==> src/verilog/pcp_pkg.sv <==
// Constants, register map and carrier types of the fetch pointer block.
// Assumes an APB slave with 32-bit data and one aligned word per register.
package pcp_pkg;
  localparam int unsigned FP_W   = 14;
  localparam int unsigned UP_W   = 6;
  localparam int unsigned LO_W   = 8;
  localparam int unsigned DAT_W  = 32;
  localparam int unsigned ADR_W  = 12;
  // Printed offsets are not multiples of four: they are indices
  localparam logic [9:0] IDX_TABLE_HIGH = 10'h082;
  localparam logic [9:0] IDX_LOCATION   = 10'h083;
  localparam logic [9:0] IDX_BANK       = 10'h084;
  localparam logic [9:0] IDX_FETCH      = 10'h085;
  localparam logic [9:0] IDX_FETCH_LO   = 10'h086;
  localparam logic [9:0] IDX_ROM_ADDR   = 10'h087;
  localparam logic [ADR_W-1:0] ADR_TABLE_HIGH = {IDX_TABLE_HIGH, 2'b00};
  localparam logic [ADR_W-1:0] ADR_LOCATION   = {IDX_LOCATION, 2'b00};
  localparam logic [ADR_W-1:0] ADR_BANK       = {IDX_BANK, 2'b00};
  localparam logic [ADR_W-1:0] ADR_FETCH      = {IDX_FETCH, 2'b00};
  localparam logic [ADR_W-1:0] ADR_FETCH_LO   = {IDX_FETCH_LO, 2'b00};
  localparam logic [ADR_W-1:0] ADR_ROM_ADDR   = {IDX_ROM_ADDR, 2'b00};
  localparam logic [FP_W-1:0] FP_RESET   = 14'h0000;
  localparam logic [LO_W-1:0] BYTE_RESET = 8'h00;
  localparam logic [LO_W-1:0] BYTE_MAX   = 8'hff;
  localparam logic [LO_W-1:0] BYTE_ZERO  = 8'h00;
  localparam logic [FP_W-1:0] STEP_ONE   = 14'h0001;
  localparam logic [FP_W-1:0] STEP_SKIP  = 14'h0002;
  localparam logic [UP_W-1:0] UP_ONE     = 6'h01;

  // Instruction classes presented by the decoder
  typedef enum logic [3:0] {
    PCP_OP_NONE     = 4'b0000,
    PCP_OP_STEP     = 4'b0001,
    PCP_OP_BRANCH   = 4'b0010,
    PCP_OP_CMP_SKIP = 4'b0011,
    PCP_OP_INC_SKIP = 4'b0100,
    PCP_OP_DEC_SKIP = 4'b0101,
    PCP_OP_BCLR_SKIP = 4'b0110,
    PCP_OP_BSET_SKIP = 4'b0111,
    PCP_OP_ADD_LO   = 4'b1000,
    PCP_OP_SUB_LO   = 4'b1001,
    PCP_OP_MOVE_LO  = 4'b1010,
    PCP_OP_TABLE_RD = 4'b1011
  } pcp_op_t;

  typedef struct packed {
    logic            valid;
    pcp_op_t         op;
    logic [FP_W-1:0] target;
    logic [LO_W-1:0] operand_a;
    logic [LO_W-1:0] operand_b;
    logic            tested_bit;
    logic [15:0]     rom_word;
  } pcp_cmd_t;

  typedef struct packed {
    logic            psel;
    logic            penable;
    logic            pwrite;
    logic [ADR_W-1:0] paddr;
    logic [DAT_W-1:0] pwdata;
  } pcp_apb_req_t;

  typedef enum logic [1:0] {
    PCP_BUS_IDLE = 2'b00,
    PCP_BUS_DONE = 2'b01
  } pcp_bus_st_t;
endpackage

==> src/verilog/pcp_top.sv <==
// Fetch pointer sequencing, bank/location pointers and table high holder.
// Assumes the decoder presents one instruction class per cycle on cmd.
//
// Operation
// Fetch pointer: 6-bit upper, 8-bit lower
// Advance by one per executed instruction
// Branch or call loads all fourteen bits
// Five skip instructions advance by two
// Bit test skips when bit matches condition
// Compare skips when accumulator equals operand
// Increment skip on wrap 0xFF to 0x00
// Decrement skip on wrap 0x00 to 0xFF
// Lower byte add overflow increments upper
// Lower byte borrow leaves upper unchanged
// Bank and location pointers: 8-bit registers
// Bank and location form indirect RAM address
// Bank and location address ROM table read
// Table read: high to holder, low out
// Table high holder: 8-bit working register
// Reset clears fetch pointer to zero
// Move to lower byte keeps upper byte
//
// The APB interface to the registers was chosen for this implementation.
`timescale 1ns/100ps
`default_nettype none
module pcp_top (
  input  wire logic                     pclk,
  input  wire logic                     presetn,
  input  wire logic                     psel,
  input  wire logic                     penable,
  input  wire logic                     pwrite,
  input  wire logic [pcp_pkg::ADR_W-1:0] paddr,
  input  wire logic [pcp_pkg::DAT_W-1:0] pwdata,
  output var  logic [pcp_pkg::DAT_W-1:0] prdata,
  output var  logic                     pready,
  output var  logic                     pslverr,
  input  wire pcp_pkg::pcp_cmd_t        cmd,
  output var  logic [pcp_pkg::FP_W-1:0] fetch_pointer,
  output var  logic [15:0]              indirect_ram_port,
  output var  logic [15:0]              rom_table_addr,
  output var  logic [pcp_pkg::LO_W-1:0] primary_operand_reg,
  output var  logic                     acc_load,
  output var  logic                     skip_taken
);
  typedef struct packed {
    logic [pcp_pkg::UP_W-1:0]  fp_upper;
    logic [pcp_pkg::LO_W-1:0]  fp_lower;
    logic [pcp_pkg::LO_W-1:0]  acc_out;
    logic                      acc_ld;
    logic                      skip;
    logic [15:0]               ram_addr;
    logic [15:0]               rom_addr;
    pcp_pkg::pcp_bus_st_t      bus;
    logic [pcp_pkg::DAT_W-1:0] rdata;
    logic                      ready;
    logic                      err;
    logic                      rd_mem;
  } pcp_st_t;

  pcp_st_t st_reg;
  pcp_st_t st_next;

  logic                     mem_we;
  logic [1:0]               mem_waddr;
  logic [pcp_pkg::LO_W-1:0] mem_wdata;
  logic [1:0]               mem_raddr;
  logic [pcp_pkg::LO_W-1:0] mem_rdata;
  logic [pcp_pkg::LO_W-1:0] holder_q;
  logic [pcp_pkg::LO_W-1:0] location_q;
  logic [pcp_pkg::LO_W-1:0] bank_q;

  // Byte-wide 9-bit sum, carry in top bit
  function automatic logic [pcp_pkg::LO_W:0] add9(
    input logic [pcp_pkg::LO_W-1:0] a,
    input logic [pcp_pkg::LO_W-1:0] b
  );
    add9 = {1'b0, a} + {1'b0, b};
  endfunction

  function automatic logic [1:0] slot_of(
    input logic [pcp_pkg::ADR_W-1:0] a
  );
    if (a == pcp_pkg::ADR_TABLE_HIGH) begin
      slot_of = 2'h0;
    end else if (a == pcp_pkg::ADR_LOCATION) begin
      slot_of = 2'h1;
    end else if (a == pcp_pkg::ADR_BANK) begin
      slot_of = 2'h2;
    end else begin
      slot_of = 2'h3;
    end
  endfunction

  pcp_byte_reg u_regs (
    .pclk    (pclk),
    .presetn (presetn),
    .we      (mem_we),
    .waddr   (mem_waddr),
    .wdata   (mem_wdata),
    .raddr   (mem_raddr),
    .rdata   (mem_rdata),
    .word0   (holder_q),
    .word1   (location_q),
    .word2   (bank_q)
  );

  logic                          setup;
  logic                          access;
  logic [pcp_pkg::FP_W-1:0]      fp_cur;
  logic [pcp_pkg::LO_W:0]        lo_sum;
  logic [pcp_pkg::LO_W-1:0]      lo_diff;
  logic                          do_skip;

  always_comb begin
    st_next   = st_reg;
    fp_cur    = {st_reg.fp_upper, st_reg.fp_lower};
    setup     = psel && !penable;
    access    = psel && penable;
    mem_we    = 1'b0;
    mem_waddr = 2'h3;
    mem_wdata = pcp_pkg::BYTE_ZERO;
    mem_raddr = slot_of(paddr);
    lo_sum    = add9(st_reg.fp_lower, cmd.operand_a);
    lo_diff   = st_reg.fp_lower - cmd.operand_a;
    do_skip   = 1'b0;
    st_next.acc_ld = 1'b0;
    st_next.skip   = 1'b0;

    if (cmd.valid) begin
      case (cmd.op)
        pcp_pkg::PCP_OP_STEP: begin
          fp_cur = fp_cur + pcp_pkg::STEP_ONE;
        end
        pcp_pkg::PCP_OP_BRANCH: begin
          fp_cur = cmd.target;
        end
        pcp_pkg::PCP_OP_CMP_SKIP: begin
          do_skip = (cmd.operand_a == cmd.operand_b);
        end
        pcp_pkg::PCP_OP_INC_SKIP: begin
          do_skip = (cmd.operand_a == pcp_pkg::BYTE_MAX);
        end
        pcp_pkg::PCP_OP_DEC_SKIP: begin
          do_skip = (cmd.operand_a == pcp_pkg::BYTE_ZERO);
        end
        pcp_pkg::PCP_OP_BCLR_SKIP: begin
          do_skip = !cmd.tested_bit;
        end
        pcp_pkg::PCP_OP_BSET_SKIP: begin
          do_skip = cmd.tested_bit;
        end
        pcp_pkg::PCP_OP_ADD_LO: begin
          // Carry ripples into the upper byte for jump tables
          fp_cur = {st_reg.fp_upper + (lo_sum[pcp_pkg::LO_W] ?
                    pcp_pkg::UP_ONE : '0), lo_sum[pcp_pkg::LO_W-1:0]};
        end
        pcp_pkg::PCP_OP_SUB_LO: begin
          fp_cur = {st_reg.fp_upper, lo_diff};
        end
        pcp_pkg::PCP_OP_MOVE_LO: begin
          fp_cur = {st_reg.fp_upper, cmd.operand_a};
        end
        pcp_pkg::PCP_OP_TABLE_RD: begin
          // High byte to holder, low byte to the accumulator
          mem_we    = 1'b1;
          mem_waddr = 2'h0;
          mem_wdata = cmd.rom_word[15:8];
          st_next.acc_out = cmd.rom_word[7:0];
          st_next.acc_ld  = 1'b1;
          fp_cur = fp_cur + pcp_pkg::STEP_ONE;
        end
        default: begin
          fp_cur = fp_cur;
        end
      endcase
      if (cmd.op inside {pcp_pkg::PCP_OP_CMP_SKIP, pcp_pkg::PCP_OP_INC_SKIP,
                         pcp_pkg::PCP_OP_DEC_SKIP, pcp_pkg::PCP_OP_BCLR_SKIP,
                         pcp_pkg::PCP_OP_BSET_SKIP}) begin
        fp_cur = fp_cur + (do_skip ? pcp_pkg::STEP_SKIP
                                   : pcp_pkg::STEP_ONE);
        st_next.skip = do_skip;
      end
    end

    // APB slave, zero wait on the first access cycle; core writes win
    st_next.ready = 1'b0;
    st_next.err   = 1'b0;
    st_next.bus   = pcp_pkg::PCP_BUS_IDLE;
    if (setup) begin
      st_next.ready = 1'b1;
      st_next.bus   = pcp_pkg::PCP_BUS_DONE;
      st_next.rdata = '0;
      st_next.rd_mem = 1'b0;
      if (slot_of(paddr) != 2'h3) begin
        st_next.rd_mem = !pwrite;
      end else if (paddr == pcp_pkg::ADR_FETCH) begin
        st_next.rdata = {{(pcp_pkg::DAT_W-pcp_pkg::FP_W){1'b0}}, fp_cur};
      end else if (paddr == pcp_pkg::ADR_FETCH_LO) begin
        st_next.rdata = {{(pcp_pkg::DAT_W-pcp_pkg::LO_W){1'b0}},
                         fp_cur[pcp_pkg::LO_W-1:0]};
      end else if (paddr == pcp_pkg::ADR_ROM_ADDR) begin
        st_next.rdata = {16'h0000, bank_q, location_q};
      end else begin
        st_next.err = 1'b1;
      end
    end
    if (access && st_reg.bus == pcp_pkg::PCP_BUS_DONE && pwrite &&
        !mem_we && slot_of(paddr) != 2'h3) begin
      mem_we    = 1'b1;
      mem_waddr = slot_of(paddr);
      mem_wdata = pwdata[pcp_pkg::LO_W-1:0];
    end
    if (access && st_reg.bus == pcp_pkg::PCP_BUS_DONE && pwrite &&
        !cmd.valid) begin
      if (paddr == pcp_pkg::ADR_FETCH) begin
        fp_cur = pwdata[pcp_pkg::FP_W-1:0];
      end else if (paddr == pcp_pkg::ADR_FETCH_LO) begin
        fp_cur = {st_reg.fp_upper, pwdata[pcp_pkg::LO_W-1:0]};
      end
    end

    st_next.fp_upper = fp_cur[pcp_pkg::FP_W-1:pcp_pkg::LO_W];
    st_next.fp_lower = fp_cur[pcp_pkg::LO_W-1:0];
    st_next.ram_addr = {bank_q, location_q};
    st_next.rom_addr = {bank_q, location_q};
  end

  always_ff @(posedge pclk or negedge presetn) begin
    if (!presetn) begin
      st_reg <= '0;
    end else begin
      st_reg <= st_next;
    end
  end

  assign fetch_pointer       = {st_reg.fp_upper, st_reg.fp_lower};
  assign indirect_ram_port   = st_reg.ram_addr;
  assign rom_table_addr      = st_reg.rom_addr;
  assign primary_operand_reg = st_reg.acc_out;
  assign acc_load            = st_reg.acc_ld;
  assign skip_taken          = st_reg.skip;
  assign prdata  = st_reg.rd_mem ?
                   {{(pcp_pkg::DAT_W-pcp_pkg::LO_W){1'b0}}, mem_rdata}
                   : st_reg.rdata;
  assign pready  = st_reg.ready;
  assign pslverr = st_reg.err;
endmodule
`default_nettype wire

==> src/verilog/pcp_byte_reg.sv <==
// Small register file holding the 8-bit table high holder and the two 8-bit pointer registers.
// Assumes one write port and registered read data, one cycle latency.
`timescale 1ns/100ps
`default_nettype none
module pcp_byte_reg (
  input  wire logic                   pclk,
  input  wire logic                   presetn,
  input  wire logic                   we,
  input  wire logic [1:0]             waddr,
  input  wire logic [pcp_pkg::LO_W-1:0] wdata,
  input  wire logic [1:0]             raddr,
  output var  logic [pcp_pkg::LO_W-1:0] rdata,
  output var  logic [pcp_pkg::LO_W-1:0] word0,
  output var  logic [pcp_pkg::LO_W-1:0] word1,
  output var  logic [pcp_pkg::LO_W-1:0] word2
);
  typedef struct packed {
    logic [2:0][pcp_pkg::LO_W-1:0] mem;
    logic [pcp_pkg::LO_W-1:0]      rd;
  } pcp_mem_st_t;

  pcp_mem_st_t st_reg;
  pcp_mem_st_t st_next;

  always_comb begin
    st_next = st_reg;
    if (we && waddr != 2'h3) begin
      st_next.mem[waddr] = wdata;
    end
    if (raddr == 2'h3) begin
      st_next.rd = pcp_pkg::BYTE_ZERO;
    end else begin
      st_next.rd = st_reg.mem[raddr];
    end
  end

  always_ff @(posedge pclk or negedge presetn) begin
    if (!presetn) begin
      st_reg <= '0;
    end else begin
      st_reg <= st_next;
    end
  end

  assign rdata = st_reg.rd;
  assign word0 = st_reg.mem[0];
  assign word1 = st_reg.mem[1];
  assign word2 = st_reg.mem[2];
endmodule
`default_nettype wire

==> config.mk <==
export PLATFORM = sky130hd
export DESIGN_NAME = pcp_top
export DESIGN_NICKNAME = d
export VERILOG_FILES = /design/src/verilog/pcp_pkg.sv /design/src/verilog/pcp_top.sv /design/src/verilog/pcp_byte_reg.sv
export SDC_FILE = /design/constraint.sdc
export NUM_CORES = 1
export LEC_CHECK = 0
export ABC_AREA = 0
export BUFFER_PORTS_ARGS = -buffer_cell sky130_fd_sc_hd__buf_2
export CAP_MARGIN = 0
export CORE_MARGIN = 1.5
export CORE_UTILIZATION = 53
export DETAILED_ROUTE_END_ITERATION = 10
export GPL_TIMING_DRIVEN = 1
export PLACE_DENSITY = 0.81
export SKIP_LAST_GASP = 1
export SYNTH_ARGS = -nofsm -noshare
export SYNTH_HDL_FRONTEND = slang
export SYNTH_SLANG_ARGS = --single-unit
==> constraint.sdc <==
create_clock -name pclk -period 5 [get_ports pclk]
set_input_delay 0.25 -clock pclk [delete_from_list [all_inputs] [get_ports pclk]]
set_output_delay 0.25 -clock pclk [all_outputs]
set_load 0.01 [all_outputs]
==> impl_metrics.yaml <==
run_status:
  outcome: "finished, final reports clean"
final_layout:
  area_growth_syn_to_layout_pct: 11.1
  diodes: 0
  drive_above_1_share_pct: 28.8
  layout_common_cells: "buf_2, dfrtp_1, a21oi_1"
  largest_reg_flops: 18
  final_common_cell: "buf_2"
  nets: 944
synth:
  synth_edf_count: 0
  syn_inst: 735
  synthSimpleGateAreaFrac_pct: 18.5
  synthMuxAreaShare_pct: 9.42
  ys_async_sr_fraction_pct: 100
  synth_top_area_share_pct: 34.4
  synth_area_leaders: "dfrtp_1, buf_4, mux2_2, a21oi_1, ha_1"
  synth_compound_area_share_pct: 17.8
  yosys.area.top_type: "dfrtp_1"
  ys_seq_area_share_pct: 34.4
  yosys_warnings: 0
  synth_top_family_by_area: "simple AND/OR/NAND/NOR gates"
  synth_cell_types: 75
  synth_fa_ha_area_share_pct: 4.69
  ys.flop_type: "dfrtp_1"
  synth_xor_area_share_pct: 3.03
  ys_ff_latch: 91
  synthesis.area_sq_um: 6620
  avgSynthCellArea_sq_um: 9.00
floorplanning:
  fp-row-count: 40
  fp.coreArea_sq_um: 12100
  ios: 191
  die_x_microns: 115
  initial_core_util_pct: 54.6
  die_height_microns: 115
  dieArea_sq_um: 13200
timing:
  finalCritPeriodShare_pct: 87.7
  setup_violations: 0
  max_freq_mhz: 228
  hold_viol_final: 0
  relSlewSlack_pct: 28.4
  finalCriticalPeriod_ns: 4.38
  drv_slew: 0
  worst_pin_slew_ns: 1.07
  grt_setup_unrepaired: "no"
  hold_slack_ns: 0.113
  tns_ns: 0
  skew_ns: 0.00623
worst_setup_path:
  crit_buf_inv: 1
  cp_data_required_time_ns: 5.22
  max_stage_delay_ns: 0.68
  critPathTopFamily: "compound AO/OA/AOI/OAI gates"
  cp_common_cell: "a21oi_1"
  worstSetupPathType: "reg -> reg"
  worstPathMaxFanout: 11
  critPathArrivalTime_ns: 4.61
  worstSetupStartpointType: "flip-flop"
  end_kind: "flip-flop"
  cp_cell_sequence: "inv_1, fa_1, nor2_1, a21oi_1, o21ai_0, a222oi_1, nand2_1, ha_1, a21oi_1, nor3_2, o21ai_0, a21oi_1, or3b_4, nor4b_2, xor2_1, mux2i_1"
  slowest_stage: "dfrtp_1"
power_and_ir_drop:
  powerDensity_nw_per_um2: 314
  swShare_pct: 35.5
  p_clk_share_pct: 30.9
  ir_worst_vdd_mv: 0.209
  seq_power_share_pct: 37.5
  p_sw_mw: 0.818
  p_int_mw: 1.49
  power_leakage_nw: 3.60
  share_comb_of_total_power_pct: 31.6
routing:
  drtIter0Drc: 496
  route.detailed.drc: 0
  num_vias: 5698
  drt_wl_total_microns: 17300
  first_pass_iters: 8
  avgViaCountPerCell: 5.74
  drtAntennaViolNets: 0
  wl_per_cell_microns: 17.5
cts:
  path_clk_slew_ns: 0.07
  h-tree-depth: 3
  root_buffer: "clkbuf_16"
  cts-buffers-inserted: 9
  cts_buffer_depth: 2
  cts_resized: 0
  worstSkewPairLatency_ns: 0.35
  cts_tree: "yes"
  cts_sinks: 91
global_route:
  grt_pass1_vias: 5431
  track_usage_pct: 26.6
  grt_pass1_wl_microns: 27200
  grt_start_max_net_pins: 69
  overflow: 0
  antenna_found_initial: 0
placement:
  dpl.hpwl_microns: 12800
  gp_congestion: 0.974
  portBuffers: 156
hold_path:
  holdCritPathClass: "in -> reg"
job:
  maxCapViolCount: 0
-- metrics by stage --
stage | util [%] | setup slack (ns) | power (mW) | cells | area [sq um]
3_3_place_gp | 58.0 | 0.841 | 1.58 | 976 | 7030
2_1_floorplan | - | 1.26 | 1.42 | 750 | 6670
6_report | 60.7 | 0.615 | 2.31 | 993 | 7350
5_1_grt | 60.7 | 0.369 | 2.44 | 993 | 7350
4_1_cts | 60.7 | 0.717 | 2.30 | 993 | 7350
3_5_place_dp | 58.0 | 0.725 | 1.59 | 976 | 7030
-- worst paths after layout --
kind	end	from	cells past startpoint	slack [ns]
min	st_reg[0]$_DFFE_PN0P_	pwrite	2	0.11
max reg2reg	fetch_pointer[13]$_DFFE_PN0P_	fetch_pointer[1]$_DFF_PN0_	16	0.62
max in group asynchronous	u_regs.word1[1]$_DFFE_PN0P_	presetn	3	3.54
min reg2reg	rom_table_addr[1]$_DFF_PN0_	u_regs.word1[1]$_DFFE_PN0P_	0	0.42
min in group asynchronous	rom_table_addr[11]$_DFF_PN0_	presetn	2	0.33
max	fetch_pointer[13]$_DFFE_PN0P_	fetch_pointer[1]$_DFF_PN0_	16	0.62
-- cell usage after synthesis (all sizes together) (12+ instances only) --
cell type,instances
nand3,16
mux2i,15
a21oi,53
clkbuf,21
ha,20
mux2,42
a22o,18
nor2,51
nor3,21
nor4,12
dfrtp,91
nand2b,17
nor2b,20
inv,30
o21ai,34
nand2,51
buf,83
-- kinds of logic (layout without fill, tap and decap cells) --
| kind of cell | count (synthesis) | in the layout |
|---|---|---|
| buf+inv | 135 | 210 |
| fa+ha+maj | 23 | 23 |
| mux | 57 | 57 |
| other cells | 1 | 16 |
| flops | 91 | 91 |
| simple gates | 228 | 228 |
| xor+xnor | 22 | 22 |
| compound gates | 178 | 178 |
-- routing by layer --
layer	GRT usage, %	vias up	share of wire [%]
li1	-	2729	-
met1	36.4	2700	43
met2	44.4	242	48
met3	4.69	27	7.5
met4	6.42	0	1.3
met5	0	-	0
-- what timing repair did --
item | CTS | global route
hold buffers | 1 | 0
setup buffers | 0 | 0
endpoints found under the hold margin | 23 | 0
-- power groups by stage --
stage / Clock [mW] / Combinational (mW) / Sequential, mW
2_1_floorplan: 0 / 0.575 / 0.849
4_1_cts: 0.717 / 0.724 / 0.861
5_1_grt: 0.756 / 0.813 / 0.871
3_5_place_dp: 0 / 0.719 / 0.875
6_report: 0.713 / 0.729 / 0.865
3_3_place_gp: 0 / 0.709 / 0.873
-- cell type report --
cell class	count	area (sq um)
clock buffers	9	225
inverters	31	116
repair buffers	163	838
multi-input cells	524	3600
well taps	168	210
clock inverters	7	90.1
flip-flops and latches	91	2280
fillers	1067	4760
No activity file was read; power rests on OpenSTA's default activity.
